## src/hw/dcpc_pkg.sv

```systemverilog
`default_nettype none
package dcpc_pkg;
   // Indexed I/O ports
   localparam logic [15:0] DCPC_INDEX_PORT = 16'h03c4;
   localparam logic [15:0] DCPC_DATA_PORT = 16'h03c5;
   // Register indices
   localparam logic [7:0] DCPC_IDX_TV = 8'h65;
   localparam logic [7:0] DCPC_IDX_PAL = 8'h66;
   localparam logic [7:0] DCPC_IDX_CLK = 8'h68;
   // Reset values
   localparam logic [7:0] DCPC_RST_TV = 8'h00;
   localparam logic [7:0] DCPC_RST_PAL = 8'h00;
   localparam logic [7:0] DCPC_RST_CLK = 8'hc0;
   localparam logic [7:0] DCPC_RST_INDEX = 8'h00;
   localparam logic [7:0] DCPC_READ_ZERO = 8'h00;
   // Writable bits of the TV encoder control register
   localparam logic [7:0] DCPC_TV_WR_MASK = 8'h0f;
   // TV encoder control fields
   localparam int DCPC_TV_PAL_SRC = 3;
   localparam int DCPC_TV_SUBC = 2;
   localparam int DCPC_TV_CLK_SRC = 1;
   localparam int DCPC_TV_SYNC = 0;
   // Palette RAM control fields
   localparam int DCPC_PAL_PWR_HI = 7;
   localparam int DCPC_PAL_PWR_LO = 6;
   localparam int DCPC_PAL_WR_HI = 5;
   localparam int DCPC_PAL_WR_LO = 4;
   localparam int DCPC_PAL_W_HI = 3;
   localparam int DCPC_PAL_W_LO = 2;
   // Clock select fields
   localparam int DCPC_CLK_SEL_HI = 7;
   localparam int DCPC_CLK_SEL_LO = 6;
   localparam int DCPC_CLK_ISO = 5;
   localparam int DCPC_CLK_CHAR = 4;
   localparam int DCPC_CLK_PW_HI = 3;
   localparam int DCPC_CLK_PW_LO = 2;
   localparam int DCPC_CLK_MW_HI = 1;
   localparam int DCPC_CLK_MW_LO = 0;
   // Two-bit field codes
   localparam logic [1:0] DCPC_F00 = 2'h0;
   localparam logic [1:0] DCPC_F01 = 2'h1;
   localparam logic [1:0] DCPC_F10 = 2'h2;
   localparam logic [1:0] DCPC_F11 = 2'h3;
   // Television encoder clock divide ratio
   localparam int DCPC_TV_DIV = 4;
   // Host I/O request
   typedef struct packed {
      logic [15:0] addr;
      logic wr;
      logic rd;
      logic [7:0] wdata;
   } dcpc_io_req_t;
   // Pixel clock source and rate
   typedef enum logic [3:0] {
      DCPC_PIX_25180,
      DCPC_PIX_28325,
      DCPC_PIX_31500,
      DCPC_PIX_35484,
      DCPC_PIX_MISC_OTHER,
      DCPC_PIX_SYNTH,
      DCPC_PIX_17734,
      DCPC_PIX_14131,
      DCPC_PIX_PRIMARY
   } dcpc_pix_src_t;
   // Pulse-width trim of the low time in ns
   typedef logic signed [2:0] dcpc_trim_t;
endpackage
`default_nettype wire

```

## src/hw/dcpc_top.sv

```systemverilog
// Functional notes
// - Three registers sit behind data port 3C5h at indices 65h, 66h, 68h.
// - Reset loads C0h into clock select, 00h into the other two.
// - Palette source bit picks CRT (0) or LCD (1) lookup RAM for reads.
// - Subcarrier mode bit: 0 alternates per field, 1 free-running.
// - TV clock from primary (0) or reference (1) input, divided by four.
// - Sync select drives CRT hsync pin with hsync (0) or composite (1).
// - Palette power: 00 both on, 10 LCD off, 01 CRT off, 11 both off.
// - Palette writes: 00 both, 10 CRT only, 01 LCD only; 11 writes none.
// - Width field 00 six-bit, 10/01/11 eight-bit; low bit set enables gamma.
// - With enable high, select field picks misc, synth, 17.734, 14.131818 MHz.
// - Enable low forces the pixel clock from the primary clock input.
// - ISO bit only matters when the select field is 00.
// - ISO clear: misc 00 gives 25.180 MHz, 01 gives 28.325 MHz.
// - ISO set: misc 00 gives 31.500 MHz, 01 gives 35.484 MHz.
// - Override with LCD or TV forces 8-dot and undivided dot clock.
// - Pixel pulse trim: 00 none, 01 -1 ns, 10 +1 ns, 11 +2 ns.
// - Memory pulse trim: 00 none, 01 -1 ns, 10 +1 ns, 11 +2 ns.
`timescale 1ns/10ps
`default_nettype none
module dcpc_top
(
   // Clock and reset
   input wire logic CLK,
   input wire logic RST,
   // Host indexed I/O
   input wire dcpc_pkg::dcpc_io_req_t IO_REQ,
   output logic [7:0] IO_RDATA,
   output logic IO_RVALID,
   // Clock pins from outside
   input wire logic PRIMARY_CLOCK_INPUT,
   input wire logic REFERENCE_CLOCK_INPUT,
   input wire logic EXTERNAL_CLOCK_ENABLE_N,
   // Sync sources from the CRT timing logic
   input wire logic HSYNC_IN,
   input wire logic COMPOSITE_SYNC_IN,
   // VGA state from other logic
   input wire logic [1:0] MISC_CLOCK_FIELD,
   input wire logic LCD_OR_TV_SELECTED,
   input wire logic CLK_MODE_8DOT,
   input wire logic CLK_MODE_DIV2,
   // Palette write request
   input wire logic PALETTE_WRITE,
   // TV encoder outputs
   output logic CRT_HORIZONTAL_SYNC_PIN,
   output logic TELEVISION_ENCODER_CLOCK,
   output logic SUBCARRIER_FREE_RUN,
   // Palette outputs
   output logic PALETTE_READ_LCD,
   output logic CRT_RAM_POWER,
   output logic LCD_RAM_POWER,
   output logic CRT_RAM_WRITE,
   output logic LCD_RAM_WRITE,
   output logic CRT_PALETTE_8BIT,
   output logic GAMMA_ENABLE,
   // Clock selection outputs
   output dcpc_pkg::dcpc_pix_src_t PIXEL_CLOCK_SOURCE,
   output logic CHAR_CLOCK_8DOT,
   output logic DOT_CLOCK_DIV2,
   output dcpc_pkg::dcpc_trim_t PIXEL_LOW_TRIM,
   output dcpc_pkg::dcpc_trim_t MEMORY_LOW_TRIM
);
   import dcpc_pkg::*;

   logic [7:0] index_reg;
   logic [7:0] tv_reg;
   logic [7:0] pal_reg;
   logic [7:0] clk_reg;
   logic [7:0] rdata_next;
   logic en_n_s1, en_n_s2;
   logic prim_s1, prim_s2, prim_d;
   logic ref_s1, ref_s2, ref_d;
   logic [1:0] tv_edge_cnt_reg;
   logic tv_clk_reg;
   dcpc_pix_src_t pix_next;

   // Port decode
   wire hit_index = IO_REQ.addr == DCPC_INDEX_PORT;
   wire hit_data = IO_REQ.addr == DCPC_DATA_PORT;
   wire wr_index = IO_REQ.wr && hit_index;
   wire wr_tv = IO_REQ.wr && hit_data && index_reg == DCPC_IDX_TV;
   wire wr_pal = IO_REQ.wr && hit_data && index_reg == DCPC_IDX_PAL;
   wire wr_clk = IO_REQ.wr && hit_data && index_reg == DCPC_IDX_CLK;

   // Register fields
   wire [1:0] pal_pwr = pal_reg[DCPC_PAL_PWR_HI:DCPC_PAL_PWR_LO];
   wire [1:0] pal_wr = pal_reg[DCPC_PAL_WR_HI:DCPC_PAL_WR_LO];
   wire [1:0] pal_w = pal_reg[DCPC_PAL_W_HI:DCPC_PAL_W_LO];
   wire [1:0] clk_sel = clk_reg[DCPC_CLK_SEL_HI:DCPC_CLK_SEL_LO];
   wire iso = clk_reg[DCPC_CLK_ISO];
   wire [1:0] pix_pw = clk_reg[DCPC_CLK_PW_HI:DCPC_CLK_PW_LO];
   wire [1:0] mem_pw = clk_reg[DCPC_CLK_MW_HI:DCPC_CLK_MW_LO];
   wire char_ovr = clk_reg[DCPC_CLK_CHAR] && LCD_OR_TV_SELECTED;

   // Edge detect on the synchronised TV clock source
   wire tv_src_rise = tv_reg[DCPC_TV_CLK_SRC] ? (ref_s2 && !ref_d)
                                              : (prim_s2 && !prim_d);
   wire tv_half = tv_edge_cnt_reg == 2'(DCPC_TV_DIV / 2 - 1);

   // Read data selection
   wire [7:0] data_read =
      (index_reg == DCPC_IDX_TV)  ? (tv_reg & DCPC_TV_WR_MASK) :
      (index_reg == DCPC_IDX_PAL) ? pal_reg :
      (index_reg == DCPC_IDX_CLK) ? clk_reg : DCPC_READ_ZERO;
   assign rdata_next = hit_index ? index_reg :
                       hit_data ? data_read : DCPC_READ_ZERO;

   // Low-time trim decode
   function automatic dcpc_trim_t trim_of(input logic [1:0] code);
      dcpc_trim_t t;
      t = 3'sd0;
      case (code)
         DCPC_F01: t = -3'sd1;
         DCPC_F10: t = 3'sd1;
         DCPC_F11: t = 3'sd2;
         default: t = 3'sd0;
      endcase
      return t;
   endfunction

   // Pixel clock source selection
   always_comb
   begin
      pix_next = DCPC_PIX_PRIMARY;
      if (en_n_s2)
      begin
         case (clk_sel)
            DCPC_F00:
            begin
               if (MISC_CLOCK_FIELD == DCPC_F00)
                  pix_next = iso ? DCPC_PIX_31500 : DCPC_PIX_25180;
               else if (MISC_CLOCK_FIELD == DCPC_F01)
                  pix_next = iso ? DCPC_PIX_35484 : DCPC_PIX_28325;
               else
                  pix_next = DCPC_PIX_MISC_OTHER;
            end
            DCPC_F01: pix_next = DCPC_PIX_SYNTH;
            DCPC_F10: pix_next = DCPC_PIX_17734;
            default: pix_next = DCPC_PIX_14131;
         endcase
      end
   end

   // Index and configuration registers
   always_ff @(posedge CLK or posedge RST)
   begin
      if (RST)
      begin
         index_reg <= DCPC_RST_INDEX;
         tv_reg <= DCPC_RST_TV;
         pal_reg <= DCPC_RST_PAL;
         clk_reg <= DCPC_RST_CLK;
      end
      else
      begin
         if (wr_index)
            index_reg <= IO_REQ.wdata;
         if (wr_tv)
            tv_reg <= IO_REQ.wdata & DCPC_TV_WR_MASK;
         if (wr_pal)
            pal_reg <= IO_REQ.wdata;
         if (wr_clk)
            clk_reg <= IO_REQ.wdata;
      end
   end

   // Host read data
   always_ff @(posedge CLK or posedge RST)
   begin
      if (RST)
      begin
         IO_RDATA <= DCPC_READ_ZERO;
         IO_RVALID <= 1'b0;
      end
      else
      begin
         IO_RVALID <= IO_REQ.rd && (hit_index || hit_data);
         if (IO_REQ.rd)
            IO_RDATA <= rdata_next;
      end
   end

   // Pin synchronisers
   always_ff @(posedge CLK or posedge RST)
   begin
      if (RST)
      begin
         {en_n_s1, en_n_s2} <= 2'b00;
         {prim_s1, prim_s2, prim_d} <= 3'b000;
         {ref_s1, ref_s2, ref_d} <= 3'b000;
      end
      else
      begin
         en_n_s1 <= EXTERNAL_CLOCK_ENABLE_N;
         en_n_s2 <= en_n_s1;
         prim_s1 <= PRIMARY_CLOCK_INPUT;
         prim_s2 <= prim_s1;
         prim_d <= prim_s2;
         ref_s1 <= REFERENCE_CLOCK_INPUT;
         ref_s2 <= ref_s1;
         ref_d <= ref_s2;
      end
   end

   // Television encoder clock divider
   always_ff @(posedge CLK or posedge RST)
   begin
      if (RST)
      begin
         tv_edge_cnt_reg <= 2'h0;
         tv_clk_reg <= 1'b0;
      end
      else if (tv_src_rise)
      begin
         tv_edge_cnt_reg <= tv_half ? 2'h0 : tv_edge_cnt_reg + 2'h1;
         if (tv_half)
            tv_clk_reg <= !tv_clk_reg;
      end
   end

   // Registered control outputs
   always_ff @(posedge CLK or posedge RST)
   begin
      if (RST)
      begin
         CRT_HORIZONTAL_SYNC_PIN <= 1'b0;
         SUBCARRIER_FREE_RUN <= 1'b0;
         PALETTE_READ_LCD <= 1'b0;
         CRT_RAM_POWER <= 1'b1;
         LCD_RAM_POWER <= 1'b1;
         CRT_RAM_WRITE <= 1'b0;
         LCD_RAM_WRITE <= 1'b0;
         CRT_PALETTE_8BIT <= 1'b0;
         GAMMA_ENABLE <= 1'b0;
         PIXEL_CLOCK_SOURCE <= DCPC_PIX_PRIMARY;
         CHAR_CLOCK_8DOT <= 1'b0;
         DOT_CLOCK_DIV2 <= 1'b0;
         PIXEL_LOW_TRIM <= 3'sd0;
         MEMORY_LOW_TRIM <= 3'sd0;
      end
      else
      begin
         CRT_HORIZONTAL_SYNC_PIN <= tv_reg[DCPC_TV_SYNC] ?
            COMPOSITE_SYNC_IN : HSYNC_IN;
         SUBCARRIER_FREE_RUN <= tv_reg[DCPC_TV_SUBC];
         PALETTE_READ_LCD <= tv_reg[DCPC_TV_PAL_SRC];
         CRT_RAM_POWER <= !pal_pwr[0];
         LCD_RAM_POWER <= !pal_pwr[1];
         CRT_RAM_WRITE <= PALETTE_WRITE && !pal_wr[0];
         LCD_RAM_WRITE <= PALETTE_WRITE && !pal_wr[1];
         CRT_PALETTE_8BIT <= pal_w != DCPC_F00;
         GAMMA_ENABLE <= pal_w[0];
         PIXEL_CLOCK_SOURCE <= pix_next;
         CHAR_CLOCK_8DOT <= char_ovr || CLK_MODE_8DOT;
         DOT_CLOCK_DIV2 <= !char_ovr && CLK_MODE_DIV2;
         PIXEL_LOW_TRIM <= trim_of(pix_pw);
         MEMORY_LOW_TRIM <= trim_of(mem_pw);
      end
   end

   assign TELEVISION_ENCODER_CLOCK = tv_clk_reg;
endmodule // dcpc_top
`default_nettype wire

```

## config.mk

```make
export PLATFORM = sky130hd
export DESIGN_NAME = dcpc_top
export DESIGN_NICKNAME = d
export VERILOG_FILES = /design/src/hw/dcpc_pkg.sv /design/src/hw/dcpc_top.sv
export SDC_FILE = /design/constraint.sdc
export NUM_CORES = 1
export LEC_CHECK = 0
export BUFFER_PORTS_ARGS = -buffer_cell sky130_fd_sc_hd__buf_2
export CORE_AREA = 5 5 115 117
export DETAILED_ROUTE_END_ITERATION = 8
export DIE_AREA = 0 0 120 122
export HOLD_SLACK_MARGIN = 0.1
export REMOVE_ABC_BUFFERS = 1
export SLEW_MARGIN = 20
export SYNTH_ARGS = -nofsm -noshare
export SYNTH_HDL_FRONTEND = slang
export SYNTH_SLANG_ARGS = --single-unit
```

## constraint.sdc

```tcl
create_clock -name CLK -period 5.1 [get_ports CLK]
set_input_delay 0 -clock CLK [delete_from_list [all_inputs] [get_ports CLK]]
set_output_delay 0 -clock CLK [all_outputs]
set_load 0.03 [all_outputs]
```

* Word-level counts from Yosys, hierarchy flattened
Cells that the tools add are included.
** Word-level totals
- Register bits after elaboration :: 69
- Bits of input ports :: 39
- Output and inout port bits :: 31
- Logic and storage cells :: 88
** Cells by class
- Add/subtract/negate cells :: 1
- Equal/unequal tests :: 15
- Muxes and demuxes :: 16
- Reduce and logical (&&, ||, !) cells :: 26
** Operators by type and width (count)
- $mux 8 :: 5
- $eq 16x10->1 const B :: 2
- $eq 8x7->1 const B :: 3
- $pmux 3 s3 :: 2
- $logic_and 1x1->1 :: 12
- $pmux 4 s3 :: 1
- $eq 2x1->1 const B :: 5
- $eq 2x2->1 const B :: 5
- $logic_not 1->1 :: 8
- $mux 2 :: 3
- $mux 3 :: 2
- $logic_not 2->1 :: 2
- $mux 4 :: 1
- $add 2x1->2 const B :: 1
- $logic_or 1x1->1 :: 2
- $mux 1 :: 2
- $reduce_and 2->1 :: 1
- $reduce_bool 2->1 :: 1

* Longest topological paths before layout
- Word-level depth :: 6
- Depth in mapped cells :: 6
- Gate-level depth less buffers :: 5

* Worst setup path after synthesis
No wires, ideal clock.
- Path kind :: reg-to-reg
- Start :: register index_reg[1]
- End :: register clk_reg[0]
- Library setup time :: 0.128 ns
- Arrival :: 1.683 ns
- Data required time :: 4.972 ns
- Slack :: 3.290 ns
- Cell stages (with the launch flop) :: 5
- Buffers on the path :: 1
- Period minus slack after synthesis :: 1.810 ns
- Cell sequence :: dfrtp_1 -> clkbuf_1 -> nor4b_2 -> nand4_4 -> mux2_1
** Between the ends
- Longest elaborated chain between the ends :: 2
** Ends and longest elaborated chain
- from (decl) :: RTL line dcpc_top.sv:65 : logic [7:0] index_reg;
- from (signal assigned) :: RTL line dcpc_top.sv:157 : index_reg <= IO_REQ.wdata;
- $eq 8x7->1 :: RTL line dcpc_top.sv:83 : wire wr_clk = IO_REQ.wr && hit_data && index_reg == DCPC_IDX_CLK;
- $logic_and 1x1->1 :: RTL line dcpc_top.sv:83
- to (signal assigned) :: RTL line dcpc_top.sv:163 : clk_reg <= IO_REQ.wdata;
- to (decl) :: RTL line dcpc_top.sv:68 : logic [7:0] clk_reg;
No other way between the ends.
A chain may end at the register's enable or synchronous reset.

* Final worst setup path
- Start :: register index_reg[2]
- End :: register clk_reg[1]
The elaborated chain is that of the path after synthesis.

==> impl_metrics.env <==
export IMPL_min_delay_path_depth=5
export IMPL_diodes=0
export IMPL_holdPathEnd="IO_RDATA[3]"
export IMPL_cp_arrival_ps=2340
export IMPL_yosysMostFrequentCell="dfrtp_1"
export IMPL_r2r_slack_ps=2980
export IMPL_required_ps=5310
export IMPL_gp_congestion=0.787
export IMPL_ys_ff_latch=69
export IMPL_setup_viol=0
export IMPL_grt_max_degree=70
export IMPL_p_per_area_mw_per_mm2=321
export IMPL_p_int_mw=0.933
export IMPL_mappedNetlistArea_sq_mm=0.00284
export IMPL_dr_pass1_iters=4
export IMPL_die_area_sq_mm=0.0146
export IMPL_start_util_pct=23.2
export IMPL_fin_worst_skew_ps=8.93
export IMPL_ys_seq_area_share_pct=61.0
export IMPL_final_nets=358
export IMPL_routedWlPerCell_um=14.7
export IMPL_power_frac_seq_pct=46.2
export IMPL_grt_pass1_vias=2199
export IMPL_drt_iter0_markers=82
export IMPL_switchingPower_mw=0.309
export IMPL_route_vias_total=2044
export IMPL_die_height_um=122
export IMPL_avgViaCountPerCell=4.37
export IMPL_grt_pass1_wl_um=11300
export IMPL_start_kind="flip-flop"
export IMPL_r2r_cells=3
export IMPL_cts_max_path_buffers=2
export IMPL_cts_tree="yes"
export IMPL_antenna_found_initial=0
export IMPL_clock_sinks=69
export IMPL_ir_drop_v=0.000134
export IMPL_io_buffers=69
export IMPL_layout_drive_gt1_share_pct=34.9
export IMPL_swShare_pct=24.9
export IMPL_fmax_mhz=471
export IMPL_relSlewSlack_pct=31.7
export IMPL_drt_wl_total_um=6870
export IMPL_yosysTopAreaCellShare_pct=56.4
export IMPL_yosys_warnings=0
export IMPL_setup_tns_ps=0
export IMPL_avgSynthCellArea_sq_um=13.3
export IMPL_maxSlewViolCount=0
export IMPL_io_pins=70
export IMPL_r2r_start="index_reg[2]"
export IMPL_cts_buffers=9
export IMPL_timing_final_crit_share_pct=41.6
export IMPL_gr_total_overflow=0
export IMPL_core_area_sq_mm=0.0123
export IMPL_die_w_um=120
export IMPL_critical_path_class="flip-flop to flip-flop"
export IMPL_p_clk_share_pct=46.4
export IMPL_hold_viol=0
export IMPL_hold_class="primary input to flip-flop"
export IMPL_post_cts_setup_buffers=0
export IMPL_cts_root_buf="clkbuf_16"
export IMPL_cap_viol_max_count=0
export IMPL_hp_start="IO_REQ[23]"
export IMPL_final_antenna_net_count=0
export IMPL_p_comb_share_pct=7.5
export IMPL_cts_resized=0
export IMPL_synth_edf_count=0
export IMPL_cp_max_fo=9
export IMPL_yosysUniqueCellTypes=43
export IMPL_placed_cells=430
export IMPL_netlist_instances=213
export IMPL_syn_to_final_growth_pct=36.3
export IMPL_synth_area_leaders="dfrtp_1 56%, mux2_1 8.3%, dfstp_2 4.6%"
export IMPL_synth_flop_cell="dfrtp_1"
export IMPL_clk_latency_ps=340
export IMPL_outcome="finished clean"
export IMPL_cellLeakagePower_nw=1.89
export IMPL_synthArstFlopShare_pct=100
export IMPL_h_tree_depth=3
export IMPL_rsz0062_at_grt="false"
export IMPL_worstMarginPinSlew_ps=1020
export IMPL_cts_clk_slew_worst_paths_ps=60
export IMPL_drcViolationCount=0
export IMPL_grt_util_all_layers_pct=9.85
export IMPL_hold_buffers=22
export IMPL_synth_common_cells="64 x dfrtp_1, 21 x mux2_1, 13 x inv_1"
export IMPL_rows=41
export IMPL_critPathCaptureType="flip-flop"
export IMPL_yosysTopAreaCell="dfrtp_1"
export IMPL_dp_hpwl_um=4880
export IMPL_finalCriticalPeriod_ps=2120
export IMPL_fillers=1222
export IMPL_regToRegEndpoint="clk_reg[1]"
export IMPL_finalNonFillerCells=468
==> cell type report <==
| cell class | instances | area, sq um | area share [%] |
|---|---|---|---|
| timing repair buffer | 93 | 581 | 15.0 |
| multi-input combinational | 127 | 1040 | 27.0 |
| clock inverter | 7 | 51.3 | 1.33 |
| inverter | 13 | 48.8 | 1.26 |
| sequential | 69 | 1730 | 44.8 |
| tap | 150 | 188 | 4.85 |
| clock buffer | 9 | 225 | 5.82 |
==> cell usage in the layout, fill, tap and decap left out, types with 6 or more instances in the layout <==
master	synthesis	routed
clkbuf_16	0	9
a22o_1	7	7
dfrtp_1	64	64
a31oi_1	8	8
buf_2	0	69
nor2_1	7	7
dlygate4sd3_1	0	22
nor2b_1	7	7
ha_1	6	6
inv_1	13	12
o21ai_0	6	6
nand2_1	9	9
mux2_2	8	8
mux2_1	21	21
==> through the flow <==
stage          hold slack [ps]  setup WS, ps  util, %  total power [mW]  instance area [sq um]
2_1_floorplan             31.4          3010        -             0.625                   2830
3_3_place_gp               108          2930     27.5             0.661                   3370
3_5_place_dp               110          2890     27.5             0.664                   3370
4_1_cts                    105          2900     31.6              1.26                   3870
5_1_grt                    140          2830     31.6              1.29                   3870
6_report                   115          2980     31.6              1.24                   3870
==> cell families after synthesis <==
group,synth area share [%]
multiplexers,11.5
AO/OA/AOI/OAI,7.84
XOR/XNOR,0.617
buffers and inverters,2.25
AND/OR/NAND/NOR,14.1
flip-flops,61.0
adder cells (fa/ha/maj),2.64
==> layer usage <==
metal  track usage, %  up-vias  part of all wire, %  wire, um
li1                 -      963                    -         -
met1             12.3      990                   44      3010
met2             15.6       82                   47      3240
met3             3.11        9                  7.6       519
met4             4.51        0                  1.7       114
met5                0        -                    0         0
==> power by group through the flow <==
stage	Clock [mW]	Sequential (mW)	Combinational (mW)
3_3_place_gp	0	0.582	0.0788
3_5_place_dp	0	0.583	0.0811
4_1_cts	0.592	0.573	0.0948
5_1_grt	0.614	0.575	0.102
6_report	0.576	0.573	0.0927
2_1_floorplan	0	0.601	0.0242
==> worst max-delay path by stage <==
stage | depth (start not counted) | from | slack [ps] | endpoint
4_1_cts | 3 | index_reg[2] | 2900 | clk_reg[1]
3_3_place_gp | 3 | index_reg[2] | 2930 | clk_reg[4]
3_5_place_dp | 3 | index_reg[2] | 2890 | clk_reg[4]
2_1_floorplan | 3 | index_reg[1] | 3010 | pal_reg[0]
5_1_grt | 3 | index_reg[2] | 2830 | clk_reg[0]
6_report | 3 | index_reg[2] | 2980 | clk_reg[1]
==> worst max-delay path, stage by stage, from the launching register on <==
cell     delay (ps)
dfrtp_1         460
nor4b_2         860
nand4_4         310
mux2_1          380
Note: power is estimated with default switching activity, not from simulation.
